===== src/pot_regs.vh =====
// Constants for the two-wire wiper and stored-level register access block
`ifndef POT_REGS_VH
`define POT_REGS_VH

// ----------------------------------------------------------------------
// Slave addressing and address byte
// ----------------------------------------------------------------------
`define DEV_TYPE         4'h5
`define ADDR_SEL         8'h07
`define ADDR_WIPER_LIMIT 8'h04

// ----------------------------------------------------------------------
// Selection register layout and reset values
// ----------------------------------------------------------------------
`define SEL_RESET        3'h0
`define SEL_NV_BIT       0
`define SEL_LVL_LO       1
`define SEL_LVL_HI       2
`define SEL_PAD          5'h00
`define PTR_RESET        2'h0
`define PTR_STEP         2'h1
`define LVL_POWERUP      2'h0
`define NV_INIT          8'h00
`define WIPER_RESET      8'h00
`define PAGE_SIZE        4
`define NV_REG_COUNT     16
`define VALID_NONE       4'h0

// ----------------------------------------------------------------------
// Bit counting on the serial line
// ----------------------------------------------------------------------
`define CNT_ZERO         4'h0
`define CNT_ONE          4'h1
`define BYTE_BITS        4'h8
`define SDA_LOW_LEVEL    1'b0

// ----------------------------------------------------------------------
// Nonvolatile write busy period
// ----------------------------------------------------------------------
// Busy period of 5 ms at 125 MHz; simulation shortens it by parameter
`define NV_CYCLES_DEF    24'h098968
`define TIMER_WIDTH      24
`define TIMER_ZERO       24'h000000
`define TIMER_ONE        24'h000001

`endif


===== src/pot_register_page_access.v =====
// Two-wire slave access to wiper and stored-level registers of a dual pot
`timescale 1ns/1ns
`include "pot_regs.vh"
module pot_register_page_access
#(
	parameter [`TIMER_WIDTH-1:0] NV_WRITE_CYCLES =
		`NV_CYCLES_DEF
)
(
	input  wire       CLK_I,
	input  wire       RST_I,
	input  wire       SCL_I,
	input  wire       SDA_I,
	output wire       SDA_O,
	output wire       SDA_OE_N_O,
	input  wire       WP_N_I,
	input  wire [2:0] HW_ADDR_I,
	output wire [7:0] POT_ZERO_WIPER_A_O,
	output wire [7:0] POT_ONE_WIPER_B_O,
	output wire [7:0] POT_ONE_WIPER_A_O,
	output wire [7:0] POT_ZERO_WIPER_B_O,
	output wire       NV_BUSY_O
);

	// ------------------------------------------------------------------
	// States
	// ------------------------------------------------------------------
	localparam [2:0] S_IDLE    = 3'h0;
	localparam [2:0] S_DEVADDR = 3'h1;
	localparam [2:0] S_REGADDR = 3'h2;
	localparam [2:0] S_WDATA   = 3'h3;
	localparam [2:0] S_RDATA   = 3'h4;
	localparam [2:0] S_MACK    = 3'h5;

	reg  [2:0] state;
	reg  [3:0] bit_cnt;
	reg  [7:0] shreg;
	reg        in_ack;
	reg        sda_low;
	reg  [7:0] reg_addr;
	reg  [1:0] ptr;
	reg  [2:0] selection_reg;
	reg  [7:0] page_buf [0:3];
	reg  [3:0] page_valid;
	reg        recall;
	reg  [7:0] stored_level_reg [0:15];
	reg  [7:0] wiper_position_reg [0:3];
	reg        nv_launch;
	integer    i;

	wire       scl_rise;
	wire       scl_fall;
	wire       start_det;
	wire       stop_det;
	wire       busy;
	wire       nonvolatile_select;
	wire [1:0] level;
	wire [7:0] read_byte;
	wire [7:0] rx_byte;

	// ------------------------------------------------------------------
	// Line conditions and busy timer
	// ------------------------------------------------------------------
	bus_cond_detect u_cond
	(
		.clk_i      (CLK_I),
		.rst_i      (RST_I),
		.scl_i      (SCL_I),
		.sda_i      (SDA_I),
		.scl_rise_o (scl_rise),
		.scl_fall_o (scl_fall),
		.start_o    (start_det),
		.stop_o     (stop_det)
	);

	nv_write_timer #(.CYCLES(NV_WRITE_CYCLES)) u_timer
	(
		.clk_i   (CLK_I),
		.rst_i   (RST_I),
		.start_i (nv_launch),
		.busy_o  (busy)
	);

	// ------------------------------------------------------------------
	// Selection decode and read data choice
	// ------------------------------------------------------------------
	assign nonvolatile_select = selection_reg[`SEL_NV_BIT];
	assign level              = selection_reg[`SEL_LVL_HI:`SEL_LVL_LO];
	assign rx_byte            = shreg;
	// The selection register reads back with the upper bits at zero
	assign read_byte = (reg_addr == `ADDR_SEL) ? {`SEL_PAD, selection_reg} :
		nonvolatile_select ? stored_level_reg[{level, ptr}] :
		wiper_position_reg[ptr];

	// Open-drain data line: only ever pulled low, never driven high
	assign SDA_O      = `SDA_LOW_LEVEL;
	assign SDA_OE_N_O = ~sda_low;
	assign NV_BUSY_O  = busy;

	// Address order inside a page equals the wiper order 0A, 1B, 1A, 0B
	assign POT_ZERO_WIPER_A_O = wiper_position_reg[0];
	assign POT_ONE_WIPER_B_O  = wiper_position_reg[1];
	assign POT_ONE_WIPER_A_O  = wiper_position_reg[2];
	assign POT_ZERO_WIPER_B_O = wiper_position_reg[3];

	// ------------------------------------------------------------------
	// Protocol engine and register updates
	// ------------------------------------------------------------------
	// One process owns all register state so that a row copy and a single
	// byte write in the same cycle resolve by statement order: byte last.
	always @(posedge CLK_I)
	begin
		nv_launch <= 1'b0;
		if (RST_I)
		begin
			state         <= S_IDLE;
			bit_cnt       <= `CNT_ZERO;
			shreg         <= `WIPER_RESET;
			in_ack        <= 1'b0;
			sda_low       <= 1'b0;
			reg_addr      <= `WIPER_RESET;
			ptr           <= `PTR_RESET;
			selection_reg <= `SEL_RESET;
			page_valid    <= `VALID_NONE;
			recall        <= 1'b1;
			nv_launch     <= 1'b0;
			for (i = 0; i < `NV_REG_COUNT; i = i + 1)
				stored_level_reg[i] <= `NV_INIT;
			for (i = 0; i < `PAGE_SIZE; i = i + 1)
			begin
				wiper_position_reg[i] <= `WIPER_RESET;
				page_buf[i]           <= `WIPER_RESET;
			end
		end
		else if (recall)
		begin
			// Power-on recall of level 0 into the wipers
			recall <= 1'b0;
			for (i = 0; i < `PAGE_SIZE; i = i + 1)
				wiper_position_reg[i] <= stored_level_reg[{`LVL_POWERUP, i[1:0]}];
		end
		else if (busy)
		begin
			// Line released, every bus event ignored
			state   <= S_IDLE;
			sda_low <= 1'b0;
		end
		else if (stop_det)
		begin
			state   <= S_IDLE;
			sda_low <= 1'b0;
			in_ack  <= 1'b0;
			if (page_valid != `VALID_NONE)
			begin
				page_valid <= `VALID_NONE;
				if (WP_N_I)
				begin
					nv_launch <= 1'b1;
					for (i = 0; i < `PAGE_SIZE; i = i + 1)
					begin
						if (page_valid[i])
							stored_level_reg[{level, i[1:0]}] <= page_buf[i];
						else
							wiper_position_reg[i] <= stored_level_reg[{level, i[1:0]}];
					end
				end
				// Protect low: buffered bytes simply dropped
			end
		end
		else if (start_det)
		begin
			// Also a repeated start in the middle of a transfer
			state   <= S_DEVADDR;
			bit_cnt <= `CNT_ZERO;
			in_ack  <= 1'b0;
			sda_low <= 1'b0;
		end
		else
		begin
			case (state)
				S_DEVADDR, S_REGADDR, S_WDATA:
				begin
					if (scl_rise && !in_ack && bit_cnt != `BYTE_BITS)
					begin
						shreg   <= {shreg[6:0], SDA_I};
						bit_cnt <= bit_cnt + `CNT_ONE;
					end
					else if (scl_fall && in_ack)
					begin
						in_ack  <= 1'b0;
						sda_low <= 1'b0;
						if (state == S_RDATA)
							state <= S_RDATA;
					end
					else if (scl_fall && bit_cnt == `BYTE_BITS)
					begin
						bit_cnt <= `CNT_ZERO;
						in_ack  <= 1'b1;
						sda_low <= 1'b1;
						if (state == S_DEVADDR)
						begin
							if (rx_byte[7:1] != {`DEV_TYPE, HW_ADDR_I})
							begin
								state   <= S_IDLE;
								in_ack  <= 1'b0;
								sda_low <= 1'b0;
							end
							else if (rx_byte[0])
								state <= S_RDATA;
							else
								state <= S_REGADDR;
						end
						else if (state == S_REGADDR)
						begin
							state    <= S_WDATA;
							reg_addr <= rx_byte;
							if (rx_byte < `ADDR_WIPER_LIMIT)
								ptr <= rx_byte[1:0];
						end
						else if (reg_addr == `ADDR_SEL)
						begin
							selection_reg <= rx_byte[2:0];
							// Choosing a stored level pulls its row into the wipers
							if (rx_byte[`SEL_NV_BIT])
								for (i = 0; i < `PAGE_SIZE; i = i + 1)
									wiper_position_reg[i] <=
										stored_level_reg[{rx_byte[`SEL_LVL_HI:`SEL_LVL_LO], i[1:0]}];
						end
						else if (reg_addr < `ADDR_WIPER_LIMIT)
						begin
							wiper_position_reg[ptr] <= rx_byte;
							if (nonvolatile_select)
							begin
								page_buf[ptr]   <= rx_byte;
								page_valid[ptr] <= 1'b1;
							end
							ptr <= ptr + `PTR_STEP;
						end
					end
				end
				S_RDATA:
				begin
					if (scl_fall)
					begin
						in_ack <= 1'b0;
						if (bit_cnt == `CNT_ZERO)
						begin
							shreg   <= {read_byte[6:0], 1'b0};
							sda_low <= ~read_byte[7];
							bit_cnt <= `CNT_ONE;
							ptr     <= ptr + `PTR_STEP;
							if (nonvolatile_select && reg_addr != `ADDR_SEL)
								for (i = 0; i < `PAGE_SIZE; i = i + 1)
									wiper_position_reg[i] <=
										stored_level_reg[{level, i[1:0]}];
						end
						else if (bit_cnt != `BYTE_BITS)
						begin
							shreg   <= {shreg[6:0], 1'b0};
							sda_low <= ~shreg[7];
							bit_cnt <= bit_cnt + `CNT_ONE;
						end
						else
						begin
							// Release for the master's acknowledge slot
							sda_low <= 1'b0;
							bit_cnt <= `CNT_ZERO;
							state   <= S_MACK;
						end
					end
				end
				S_MACK:
				begin
					if (scl_rise)
						state <= SDA_I ? S_IDLE : S_RDATA;
				end
				default:
				begin
					sda_low <= 1'b0;
				end
			endcase
		end
	end

endmodule


===== src/bus_cond_detect.v =====
// Edge and START/STOP detection for the two-wire bus lines
`timescale 1ns/1ns
module bus_cond_detect
(
	input  wire clk_i,
	input  wire rst_i,
	input  wire scl_i,
	input  wire sda_i,
	output wire scl_rise_o,
	output wire scl_fall_o,
	output wire start_o,
	output wire stop_o
);

	reg scl_q;
	reg sda_q;

	// ------------------------------------------------------------------
	// Previous line levels; idle bus is high, so reset to one
	// ------------------------------------------------------------------
	always @(posedge clk_i)
	begin
		if (rst_i)
		begin
			scl_q <= 1'b1;
			sda_q <= 1'b1;
		end
		else
		begin
			scl_q <= scl_i;
			sda_q <= sda_i;
		end
	end

	// Data moving while the clock is high marks a bus condition
	assign scl_rise_o = scl_i & ~scl_q;
	assign scl_fall_o = ~scl_i & scl_q;
	assign start_o    = scl_i & scl_q & sda_q & ~sda_i;
	assign stop_o     = scl_i & scl_q & ~sda_q & sda_i;

endmodule


===== src/nv_write_timer.v =====
// Busy timer for the nonvolatile write cycle
`timescale 1ns/1ns
`include "pot_regs.vh"
module nv_write_timer
#(
	parameter [`TIMER_WIDTH-1:0] CYCLES = `TIMER_ONE
)
(
	input  wire clk_i,
	input  wire rst_i,
	input  wire start_i,
	output wire busy_o
);

	reg [`TIMER_WIDTH-1:0] count;

	// ------------------------------------------------------------------
	// Load on launch, count down to zero; busy while nonzero
	// ------------------------------------------------------------------
	always @(posedge clk_i)
	begin
		if (rst_i)
			count <= `TIMER_ZERO;
		else if (start_i)
			count <= CYCLES;
		else if (count != `TIMER_ZERO)
			count <= count - `TIMER_ONE;
	end

	assign busy_o = (count != `TIMER_ZERO);

endmodule


===== config.mk =====
export PLATFORM = sky130hd
export DESIGN_NAME = pot_register_page_access
export DESIGN_NICKNAME = d
export VERILOG_FILES = /design/src/pot_register_page_access.v /design/src/bus_cond_detect.v /design/src/nv_write_timer.v
export VERILOG_INCLUDE_DIRS = /design/src /design/src/src
export SDC_FILE = /design/constraint.sdc
export NUM_CORES = 1
export LEC_CHECK = 0
export BUFFER_PORTS_ARGS = -buffer_cell sky130_fd_sc_hd__buf_2
export CAP_MARGIN = 20
export CORE_MARGIN = 10
export CORE_UTILIZATION = 30
export CTS_CLUSTER_DIAMETER = 40
export DETAILED_ROUTE_END_ITERATION = 8
export SETUP_SLACK_MARGIN = 0.05
export SLEW_MARGIN = 20
export SYNTH_ARGS = -nofsm -noshare
export SYNTH_HDL_FRONTEND = slang
export SYNTH_SLANG_ARGS = --single-unit

===== constraint.sdc =====
create_clock -name CLK_I -period 4.5 [get_ports CLK_I]
set_input_delay 0.9 -clock CLK_I [delete_from_list [all_inputs] [get_ports CLK_I]]
set_output_delay 0.9 -clock CLK_I [all_outputs]
set_load 0.03 [all_outputs]

-- Word level (Yosys, flattened, before mapping)
Memories as Yosys holds them, arrays and structs flattened. A register that Yosys moved wholly into a read port is not among the register bits.
Cells that the tools add are included.
Widths: inputs -> output; s select.
- register bits after elaboration: 62
- bits in latches: 0
- memory bits (writable): 192
- bits in read-only memories: 0
- input port bits: 8
- memories kept: 3
- memories (memory ; depth ; width ; rd ports ; clocked after Yosys merged registers in ; write ports ; line ; source):
    stored_level_reg ; 16 ; 8 ; 13 ; 8 ; 16 ; pot_register_page_access.v:46 ; reg [7:0] stored_level_reg [0:15];
    page_buf ; 4 ; 8 ; 4 ; 0 ; 4 ; pot_register_page_access.v:43 ; reg [7:0] page_buf [0:3];
    wiper_position_reg ; 4 ; 8 ; 5 ; 1 ; 4 ; pot_register_page_access.v:47 ; reg [7:0] wiper_position_reg [0:3];
- add/sub/neg operators: 3
- multipliers: 0
- div/mod/pow operators: 0
- order comparisons: 4
- equal/unequal tests: 44
- shift operators: 0
- muxes and demuxes: 249
- bitwise logic cells: 40
- reductions and logical operators: 37
- operators by type and width (operator ; number):
    $mux 8 ; 28
    $mux 4 ; 39
    $mux 1 ; 144
    $reduce_or 8->1 ; 6
    $mux 3 ; 15
    $mux 20 ; 2
    $ne 5x5->1 const B ; 8
    $mux 2 ; 14
    $ne 4x4->1 const B ; 6
    $reduce_bool 24->1 ; 1
    $sub 24x1->24 const B ; 1
    $ne 2x2->1 const B ; 11
    $reduce_and 10->1 ; 2
    $lt 8x3->1 const B ; 2
    $not 1->1 ; 16
    $or 1x1->1 ; 16
    $pmux 8 s2 ; 1
    $reduce_and 14->1 ; 1
    $reduce_and 13->1 ; 1
    $ne 3x3->1 const B ; 4
    $ne 6x6->1 const B ; 2
    $reduce_bool 2->1 ; 6
    $reduce_and 11->1 ; 1
    $pmux 3 s3 ; 1
    other kinds (33) ; 49

-- Longest topological paths before layout
Gate-level depths: netlist (run 1).
- word-level depth: 17
- mapped depth: 11
- gate-level depth less buffers: 10

-- Hierarchy
From an unflattened synthesis (run 1), not the netlist that was laid out.
- cell total of the unflattened synthesis: 1181
- area, all modules: 14690.3 µm²
- by module, submodules not included (module ; instances ; cells an instance ; area each (µm²)):
    pot_register_page_access ; 1 ; 1030 ; 13394.1
    nv_write_timer ; 1 ; 143 ; 1211.2
    bus_cond_detect ; 1 ; 8 ; 85.1

-- Least setup slack after synthesis (run 1)
Ideal clock, no wire load.
- path kind: input -> register
- start point: input SCL_I
- end point: memory page_buf[2][0], enable pin
- arrival: 3083 ps
- required time: 4171 ps
- setup slack: 1089 ps
- stages on the path: 9
- path through: nand2b_1 -> clkbuf_1 -> or3_1 -> clkbuf_1 -> or3_1 -> nor3_1 -> clkbuf_1 -> nand2_1 -> nand2_1
- RTL lines (what ; line ; source):
    start, declared ; pot_register_page_access.v:12 ; input wire SCL_I,
    end, declared ; pot_register_page_access.v:43 ;

-- Worst setup path after layout (run 1)
- start point: register u_timer.count[5]
- end point: output NV_BUSY_O
- word-level cells in the longest chain between the ends: 1
- RTL lines (what ; line ; source):
    start, declared ; nv_write_timer.v:15 ; reg [`TIMER_WIDTH-1:0] count;
    start signal, assigned ; nv_write_timer.v:23 ; count <= `TIMER_ZERO;
    start signal, assigned ; nv_write_timer.v:27 ; count <= count - `TIMER_ONE;
    $reduce_bool 24->1 (no source line) ; n/a ;
    end, declared ; pot_register_page_access.v:22 ; output wire NV_BUSY_O
Every way passes these cells.

==> results of run 1 <==
## per-stage QoR
stage                     total power, mW  instance area, sq um  setup WS, ps  hold WS (ps)  cells
after floorplan                      3.91                 14800          1090           436   1271
after global placement               4.27                 15800           721           446   1945
after detailed placement             4.30                 15800           735           454   1945
after CTS                            6.72                 16900           823           463   2003
after global routing                 6.97                 16900           635           482   2003
final                                6.70                 16900           789           463   2003
## area by class of cell
cell class | instances | area [sq um] | area share
clock buffer | 33 | 783 | 0.0465
clock inverter | 25 | 229 | 0.0136
inverter | 22 | 82.6 | 0.00490
multi-input combinational | 911 | 7240 | 0.429
sequential | 260 | 7130 | 0.423
tap | 664 | 831 | 0.0493
timing repair buffer | 88 | 558 | 0.0331
## placed cells by master, fill, tap and decap left out, types with 12 or more instances in the layout
master	count
edfxtp_1	192
and2_1	149
nand2_1	112
mux4_2	104
nor2_1	77
dfxtp_1	64
a21oi_1	59
o21ai_0	49
buf_4	47
buf_2	41
o21ai_1	37
clkbuf_16	31
and3_1	29
nor3_1	24
inv_1	21
nand3_1	18
mux2i_1	18
nor4_1	17
a22oi_1	16
or4_1	14
xnor2_1	13
nor2b_1	12
## worst max-delay path: cells and delay by family (launching register included)
kind	cells	cell delay, ps
DFF	1	330
and+or+nand+nor	3	1400
buffers and inverters	2	500
## cells by family after synthesis
group	Yosys count	share of synthesized area
simple gates	509	0.191
flops	260	0.483
compound gates	248	0.107
mux	124	0.173
buf+inv	100	0.0271
xor+xnor	22	0.0131
fa+ha+maj	7	0.00594
other cells	1	0.000254
## metal layers
metal / track usage / routed length (microns) / vias up
met1: 0.207 / 19300 / 5638
met3: 0.0359 / 4900 / 136
met2: 0.248 / 21800 / 690
met4: 0.0768 / 2480 / 0
li1: - / - / 4938
met5: 0 / 0 / -
## path summary, 6_finish.rpt
kind / cells after the start / start / endpoint
hold / removal: 2 / reg_addr[5]$_SDFFE_PP0P_ / reg_addr[5]$_SDFFE_PP0P_
setup / recovery: 5 / u_timer.count[5]$_SDFFE_PP0P_ / NV_BUSY_O
setup reg to reg: 6 / u_timer.count[8]$_SDFFE_PP0P_ / wiper_position_reg[0][4]$_DFFE_PP_
hold reg to reg: 2 / reg_addr[5]$_SDFFE_PP0P_ / reg_addr[5]$_SDFFE_PP0P_
## where the power goes
group | switching [mW] | internal (mW)
registers | 0.223 | 2.76
logic | 0.799 | 0.487
clock network | 1.07 | 1.36
==> results.yml, run 1 <==
status:
  run_status: "completed"
synth:
  syn-instance-count: 1271
  synth-async-reset-ratio: 0
  ys_seq_area_frac: 0.483
  yosys.area.top_type: "edfxtp_1"
  synth_area_leaders: "edfxtp_1 39%, mux4_2 16%, dfxtp_1 9.2%, and2_1 6.3%, nand2_1 2.8%"
  yosys_register_bits: 260
  syn_nets: 1286
  synth_top_area_share: 0.391
  synthFlopType: "edfxtp_1"
  synth_cell_types: 75
  ys_warn_count: 0
  avgSynthCellArea_sq_um: 11.6
  syn_area_sq_um: 14800
  yosysMostFrequentCell: "edfxtp_1"
  synth_common_cells: "192 x edfxtp_1, 149 x and2_1, 112 x nand2_1, 104 x mux4_2, 77 x nor2_1"
  synth_edf_count: 192
cts:
  clock_latency_ps: 600
  post_cts_buffers: 0
  cts_made_buffers: 31
  path_clk_slew_ps: 60
  clk_path_buf_depth: 3
  cts_root_buffer: "clkbuf_16"
  h-tree-depth: 1
  hold_buffers: 0
  cts_tree: "yes"
  post_cts_resized: 0
  clock-sinks: 260
worst_setup_path:
  r2r_slack_ps: 960
  slowest_delay_ps: 610
  cp-end-kind: "output port"
  worstPathRequired_ps: 3600
  slowest_stage: "nor4_1"
  path_class: "flop to output port"
  cp_cell_sequence: "nor4_1, nand3_1, nor3_4, inv_2, buf_2"
  cp.arrival_ps: 2810
  cp_max_fo: 15
  start_kind: "flop"
grt:
  grt_usage: 0.159
  grt_pass1_vias: 10900
  overflow: 0
  grt_pass1_wl_mm: 72.3
  grt_start_max_net_pins: 35
  antenna_found_initial: 3
placement:
  gp_congestion: 1.00
  portBuffers: 41
  dpl.hpwl_mm: 36.9
route:
  drcViolationCount: 0
  vias: 11400
  firstDrtPassIters: 6
  totalWireLength_mm: 48.5
  antenna_left: 0
  wire_per_inst_microns: 24.2
  via_per_inst: 5.69
  drtIter0Drc: 1583
timing:
  drv_slew: 0
  fin_crit_sh: 0.825
  clock_skew_ps: 30.3
  relSlewSlack: 0.276
  fin_tns_setup_ps: 0
  rsz0062_at_grt: "false"
  fmax_ghz: 0.269
  finalHoldViolCount: 0
  tightest_slew_ps: 1080
  layout_min_cycle_time_ps: 3710
  finalSetupViolations: 0
floorplanning:
  die_y_microns: 242
  row_count: 81
  dieArea_sq_um: 58400
  pin_count: 43
  initial_core_util: 0.303
  fp.coreArea_sq_um: 48700
  fp.dieW_microns: 242
layout:
  largest_register_ff_count: 128
  fillerInstances: 4755
  n_antenna_cell: 0
  final_util: 0.346
  fin_nets: 1329
  drive_above_1_share: 0.210
  area_delta_synth_final_pct: 14.2
pwr:
  peakVddDrop_uv: 232
  p_per_area_nw_per_um2: 398
  p_leak_nw: 5.72
run:
  drv_cap: 0
min_path:
  hold_path_class: "flop to flop"
Note: power is estimated with default switching activity, not from simulation.
==> inputs of run 2 (changes only) <==
==> constraint.sdc (replaced) <==
create_clock -name CLK_I -period 3.5 [get_ports CLK_I]
set_input_delay 0.7 -clock CLK_I [delete_from_list [all_inputs] [get_ports CLK_I]]
set_output_delay 0.7 -clock CLK_I [all_outputs]
set_load 0.03 [all_outputs]
==> run 2 against run 1 <==
  * Total power is 35% higher
  * Critical endpoint unchanged
  * First-iteration DRC count shrank 6.6%
  * Routed wire length increased by 4.6%
  * Critical path depth did not move
  * Register-to-register slack worse by 660 ps
  * Sequential cell count stayed put
==> results.yml, run 2 (same netlist as run 1, synthesis figures left out) <==
worst_setup_path:
  start_kind: "flop"
  slowest_delay_ps: 580
  slowest_stage: "or4_4"
  cp-end-kind: "output port"
  crit_top_cell: "or4_4"
  path_class: "flop to output port"
  worstPathRequired_ps: 2800
  cp_max_fo: 11
  cp.arrival_ps: 2550
  cp_cell_sequence: "or4_4, or4_4, nor3_4, inv_2, buf_2"
cts:
  hold_buffers: 0
  clk_path_buf_depth: 3
  path_clk_slew_ps: 60
  cts_tree: "yes"
  cts_made_buffers: 35
  post_cts_buffers: 0
  post_cts_resized: 0
  h-tree-depth: 2
  clock_latency_ps: 530
  clock-sinks: 260
  cts_root_buffer: "clkbuf_16"
layout:
  fillerInstances: 4774
  largest_register_ff_count: 128
  area_delta_synth_final_pct: 17.6
  final_cell_mix: "192 x edfxtp_1, 149 x and2_1, 112 x nand2_1, 104 x mux4_2, 93 x buf_4"
  fin_nets: 1381
  layout_commonest_cell: "edfxtp_1"
  drive_above_1_share: 0.237
  n_antenna_cell: 0
route:
  firstDrtPassIters: 7
  wire_per_inst_microns: 24.7
  totalWireLength_mm: 50.7
  antenna_left: 0
  drtIter0Drc: 1478
  drcViolationCount: 0
  via_per_inst: 5.63
  vias: 11600
grt:
  grt_start_max_net_pins: 36
  antenna_found_initial: 1
  grt_pass1_vias: 11100
  overflow: 0
  grt_usage: 0.166
  grt_pass1_wl_mm: 74.0
timing:
  finalHoldViolCount: 0
  fin_crit_sh: 0.930
  fmax_ghz: 0.307
  drv_slew: 0
  relSlewSlack: 0.414
  fin_tns_setup_ps: 0
  tightest_slew_ps: 877
  finalSetupViolations: 0
  layout_setup_ws_ps: 246
  fin_hold_ws_ps: 468
  layout_min_cycle_time_ps: 3250
  rsz0062_at_grt: "false"
  clock_skew_ps: 25.2
floorplanning:
  pin_count: 43
  fp.coreArea_sq_um: 48700
  fp.dieW_microns: 242
  initial_core_util: 0.303
  dieArea_sq_um: 58400
  row_count: 81
  die_y_microns: 242
pwr:
  p_leak_nw: 6.00
  power_mw: 9.06
  peakVddDrop_uv: 309
  p_per_area_nw_per_um2: 522
status:
  run_status: "completed"
min_path:
  hold_path_class: "flop to flop"
placement:
  gp_congestion: 0.992
  dpl.hpwl_mm: 39.1
  dp_slack_ps: 260
  portBuffers: 41
run:
  drv_cap: 0
run 2: changes by cell type in the layout (fill, tap and decap cells not counted), sizes merged:
cell and delta:
buf +48, clkbuf +12, clkinv -9, inv -2
bufinv +1, clkinvlp +1
run 2: metal layers:
layer,global-route usage,vias up,part of all wire
met4,0.0845,2,0.054
met1,0.221,5671,0.40
met5,0,-,0.00026
li1,-,5032,-
met3,0.0287,141,0.097
met2,0.257,710,0.44
run 2: path summary, 6_finish.rpt:
path	slack, ps	end	start	depth (start not counted)
worst max-delay path	250	NV_BUSY_O	u_timer.count[8]$_SDFFE_PP0P_	5
worst min-delay path	470	reg_addr[5]$_SDFFE_PP0P_	reg_addr[5]$_SDFFE_PP0P_	2
worst max register to register	300	wiper_position_reg[0][7]$_DFFE_PP_	u_timer.count[8]$_SDFFE_PP0P_	7
worst min register to register	470	reg_addr[5]$_SDFFE_PP0P_	reg_addr[5]$_SDFFE_PP0P_	2
run 2: metrics by stage:
stage,cells,instance area (sq um),util
after detailed placement,1993,16200,0.333
after CTS,2054,17400,0.356
after global routing,2054,17400,0.356
after floorplan,1271,14800,-
after global placement,1993,16200,0.333
final,2054,17400,0.356
run 2: worst max-delay path: cells and delay by family (launching register included):
kind                   cells  cell delay (ps)
DFF                        1              330
buffers and inverters      2              410
and+or+nand+nor            3             1300
run 2: final cells by class:
type	count	area [sq um]	area share
flip-flops and latches	260	7130	0.411
clock inverters	16	174	0.0100
repair buffers	136	943	0.0544
clock buffers	45	955	0.0550
well taps	664	831	0.0479
multi-input cells	911	7240	0.417
inverters	22	82.6	0.00476
run 2: power by group:
part           switching [mW]  internal [mW]  leakage [nW]
sequential              0.284           3.56          2.43
combinational            1.08          0.703          3.03
clock                    1.34           2.10         0.544
total                    2.70           6.36          6.00
==> inputs of run 3 (changes only) <==
==> constraint.sdc (replaced) <==
create_clock -name CLK_I -period 2.8 [get_ports CLK_I]
set_input_delay 0.56 -clock CLK_I [delete_from_list [all_inputs] [get_ports CLK_I]]
set_output_delay 0.56 -clock CLK_I [all_outputs]
set_load 0.03 [all_outputs]
==> run 3 against run 2 <==
  * Critical endpoint unchanged
  * Highest routed layer is now met4
  * Sequential share of layout area decreased by 2.3 points
  * Register-to-register slack got worse by 370 ps
  * Final area increased by 6.0%
  * Sequential cell count is the same
  * Final cell count grew 3.3%
  * Hold slack worse by 84 ps
  * The run now ends with setup timing left
  * Global-route usage up 0.32 points
  * Sequential power up 25%
  * Worst setup slack worse by 350 ps
  * Via count increased by 2.4%
  * Die area unchanged
==> results.yml, run 3 (same netlist as run 1, synthesis figures left out) <==
cts:
  path_clk_slew_ps: 60
  hold_buffers: 0
  cts_tree: "yes"
  cts_root_buffer: "clkbuf_16"
  clock_latency_ps: 550
  clk_path_buf_depth: 3
  clock-sinks: 260
  h-tree-depth: 2
  cts_made_buffers: 37
layout:
  fin_cells: 2122
  final_cell_area_sq_um: 18400
  area_delta_synth_final_pct: 24.7
  fin_nets: 1443
  drive_above_1_share: 0.305
  largest_register_ff_count: 128
  final_util: 0.377
  layout_commonest_cell: "edfxtp_1"
  final_cell_mix: "192 x edfxtp_1, 148 x and2_1, 133 x buf_4, 107 x nand2_1, 104 x mux4_2"
placement:
  gp_congestion: 0.972
  portBuffers: 41
  dpl.hpwl_mm: 39.3
  dp.cells: 2034
  placed_cell_area_sq_um: 16700
pwr:
  peakVddDrop_uv: 432
  p_per_area_nw_per_um2: 656
  p_leak_nw: 6.53
  power_mw: 12.1
floorplanning:
  fp.dieW_microns: 242
  pin_count: 43
  dieArea_sq_um: 58400
  fp.coreArea_sq_um: 48700
  row_count: 81
  initial_core_util: 0.303
  die_y_microns: 242
grt:
  antenna_found_initial: 0
  grt_usage: 0.169
  overflow: 0
  grt_start_max_net_pins: 36
  grt_pass1_vias: 11300
  grt_pass1_wl_mm: 75.5
worst_setup_path:
  cp_max_fo: 2
  slowest_delay_ps: 530
  cp-end-kind: "output port"
  cp.arrival_ps: 2350
  worstPathRequired_ps: 2240
  path_class: "flop to output port"
  slowest_stage: "or4_4"
  start_kind: "flop"
  cp_cell_sequence: "or4_4, or4_4, nor3_4, inv_4, buf_6, buf_6"
timing:
  fin_crit_sh: 1.04
  fmax_ghz: 0.344
  finalSetupViolations: 23
  clock_skew_ps: 28.2
  relSlewSlack: 0.498
  fin_hold_ws_ps: 384
  drv_slew: 0
  rsz0062_at_grt: "true"
  layout_setup_ws_ps: -107
  layout_min_cycle_time_ps: 2910
  tightest_slew_ps: 751
  finalHoldViolCount: 0
route:
  drcViolationCount: 0
  antenna_left: 0
  firstDrtPassIters: 5
  via_per_inst: 5.57
  vias: 11800
  totalWireLength_mm: 51.4
  drtIter0Drc: 1350
  wire_per_inst_microns: 24.2
status:
  violations: "setup timing"
  run_status: "finished with violations"
min_path:
  hold_path_class: "primary input to flop"
run:
  drv_cap: 0
[run 3: through the flow]
stage	setup WS (ps)	setup TNS [ps]
after global placement	-214	-2110
after global routing	-164	-3800
final	-107	-713
after detailed placement	-173	-3180
after CTS	-171	-322
after floorplan	-121	-8690
[run 3: area by class of cell]
type                            count  area (sq um)
Fill cell                        4691         30400
Multi-Input combinational cell    911          7500
Sequential cell                   260          7130
Timing Repair Buffer              196          1600
Clock buffer                       42           987
Tap cell                          664           831
Clock inverter                     26           245
Inverter                           22          85.1
Antenna cell                        1          2.50
[run 3: power breakdown]
part	switching [mW]	internal (mW)
Sequential	0.344	4.45
Combinational	1.47	1.16
Clock	1.86	2.79
Total	3.67	8.40
[run 3: path summary, 6_finish.rpt]
check | from | end | slack, ps | cells past startpoint
worst max-delay path | u_timer.count[10]$_SDFFE_PP0P_ | NV_BUSY_O | -110 | 6
worst min-delay path | SDA_I | u_cond.sda_q$_SDFF_PP1_ | 380 | 2
worst max register to register | u_timer.count[10]$_SDFFE_PP0P_ | state[2]$_SDFFE_PP0P_ | -70 | 9
worst min register to register | reg_addr[5]$_SDFFE_PP0P_ | reg_addr[5]$_SDFFE_PP0P_ | 470 | 2
[run 3: worst max-delay path: cells and delay by family, from the launching register on]
family	cells	cell delay, ps
and+or+nand+nor	3	1190
buffers and inverters	3	320
DFF	1	320
[run 3: what timing repair did]
item / 4_1_cts / 5_1_grt
setup buffers: 10 / 7
pin swaps: 6 / 9
setup endpoints to repair: 75 / 338
gates resized for setup: 23 / 46
gates cloned: 1 / 1
[run 3: layer usage]
layer	routed length [microns]	global-route usage	up-vias
li1	-	-	5165
met2	22800	0.262	689
met1	21200	0.228	5831
met5	0	0	-
met4	2730	0.0782	0
met3	4600	0.0290	143
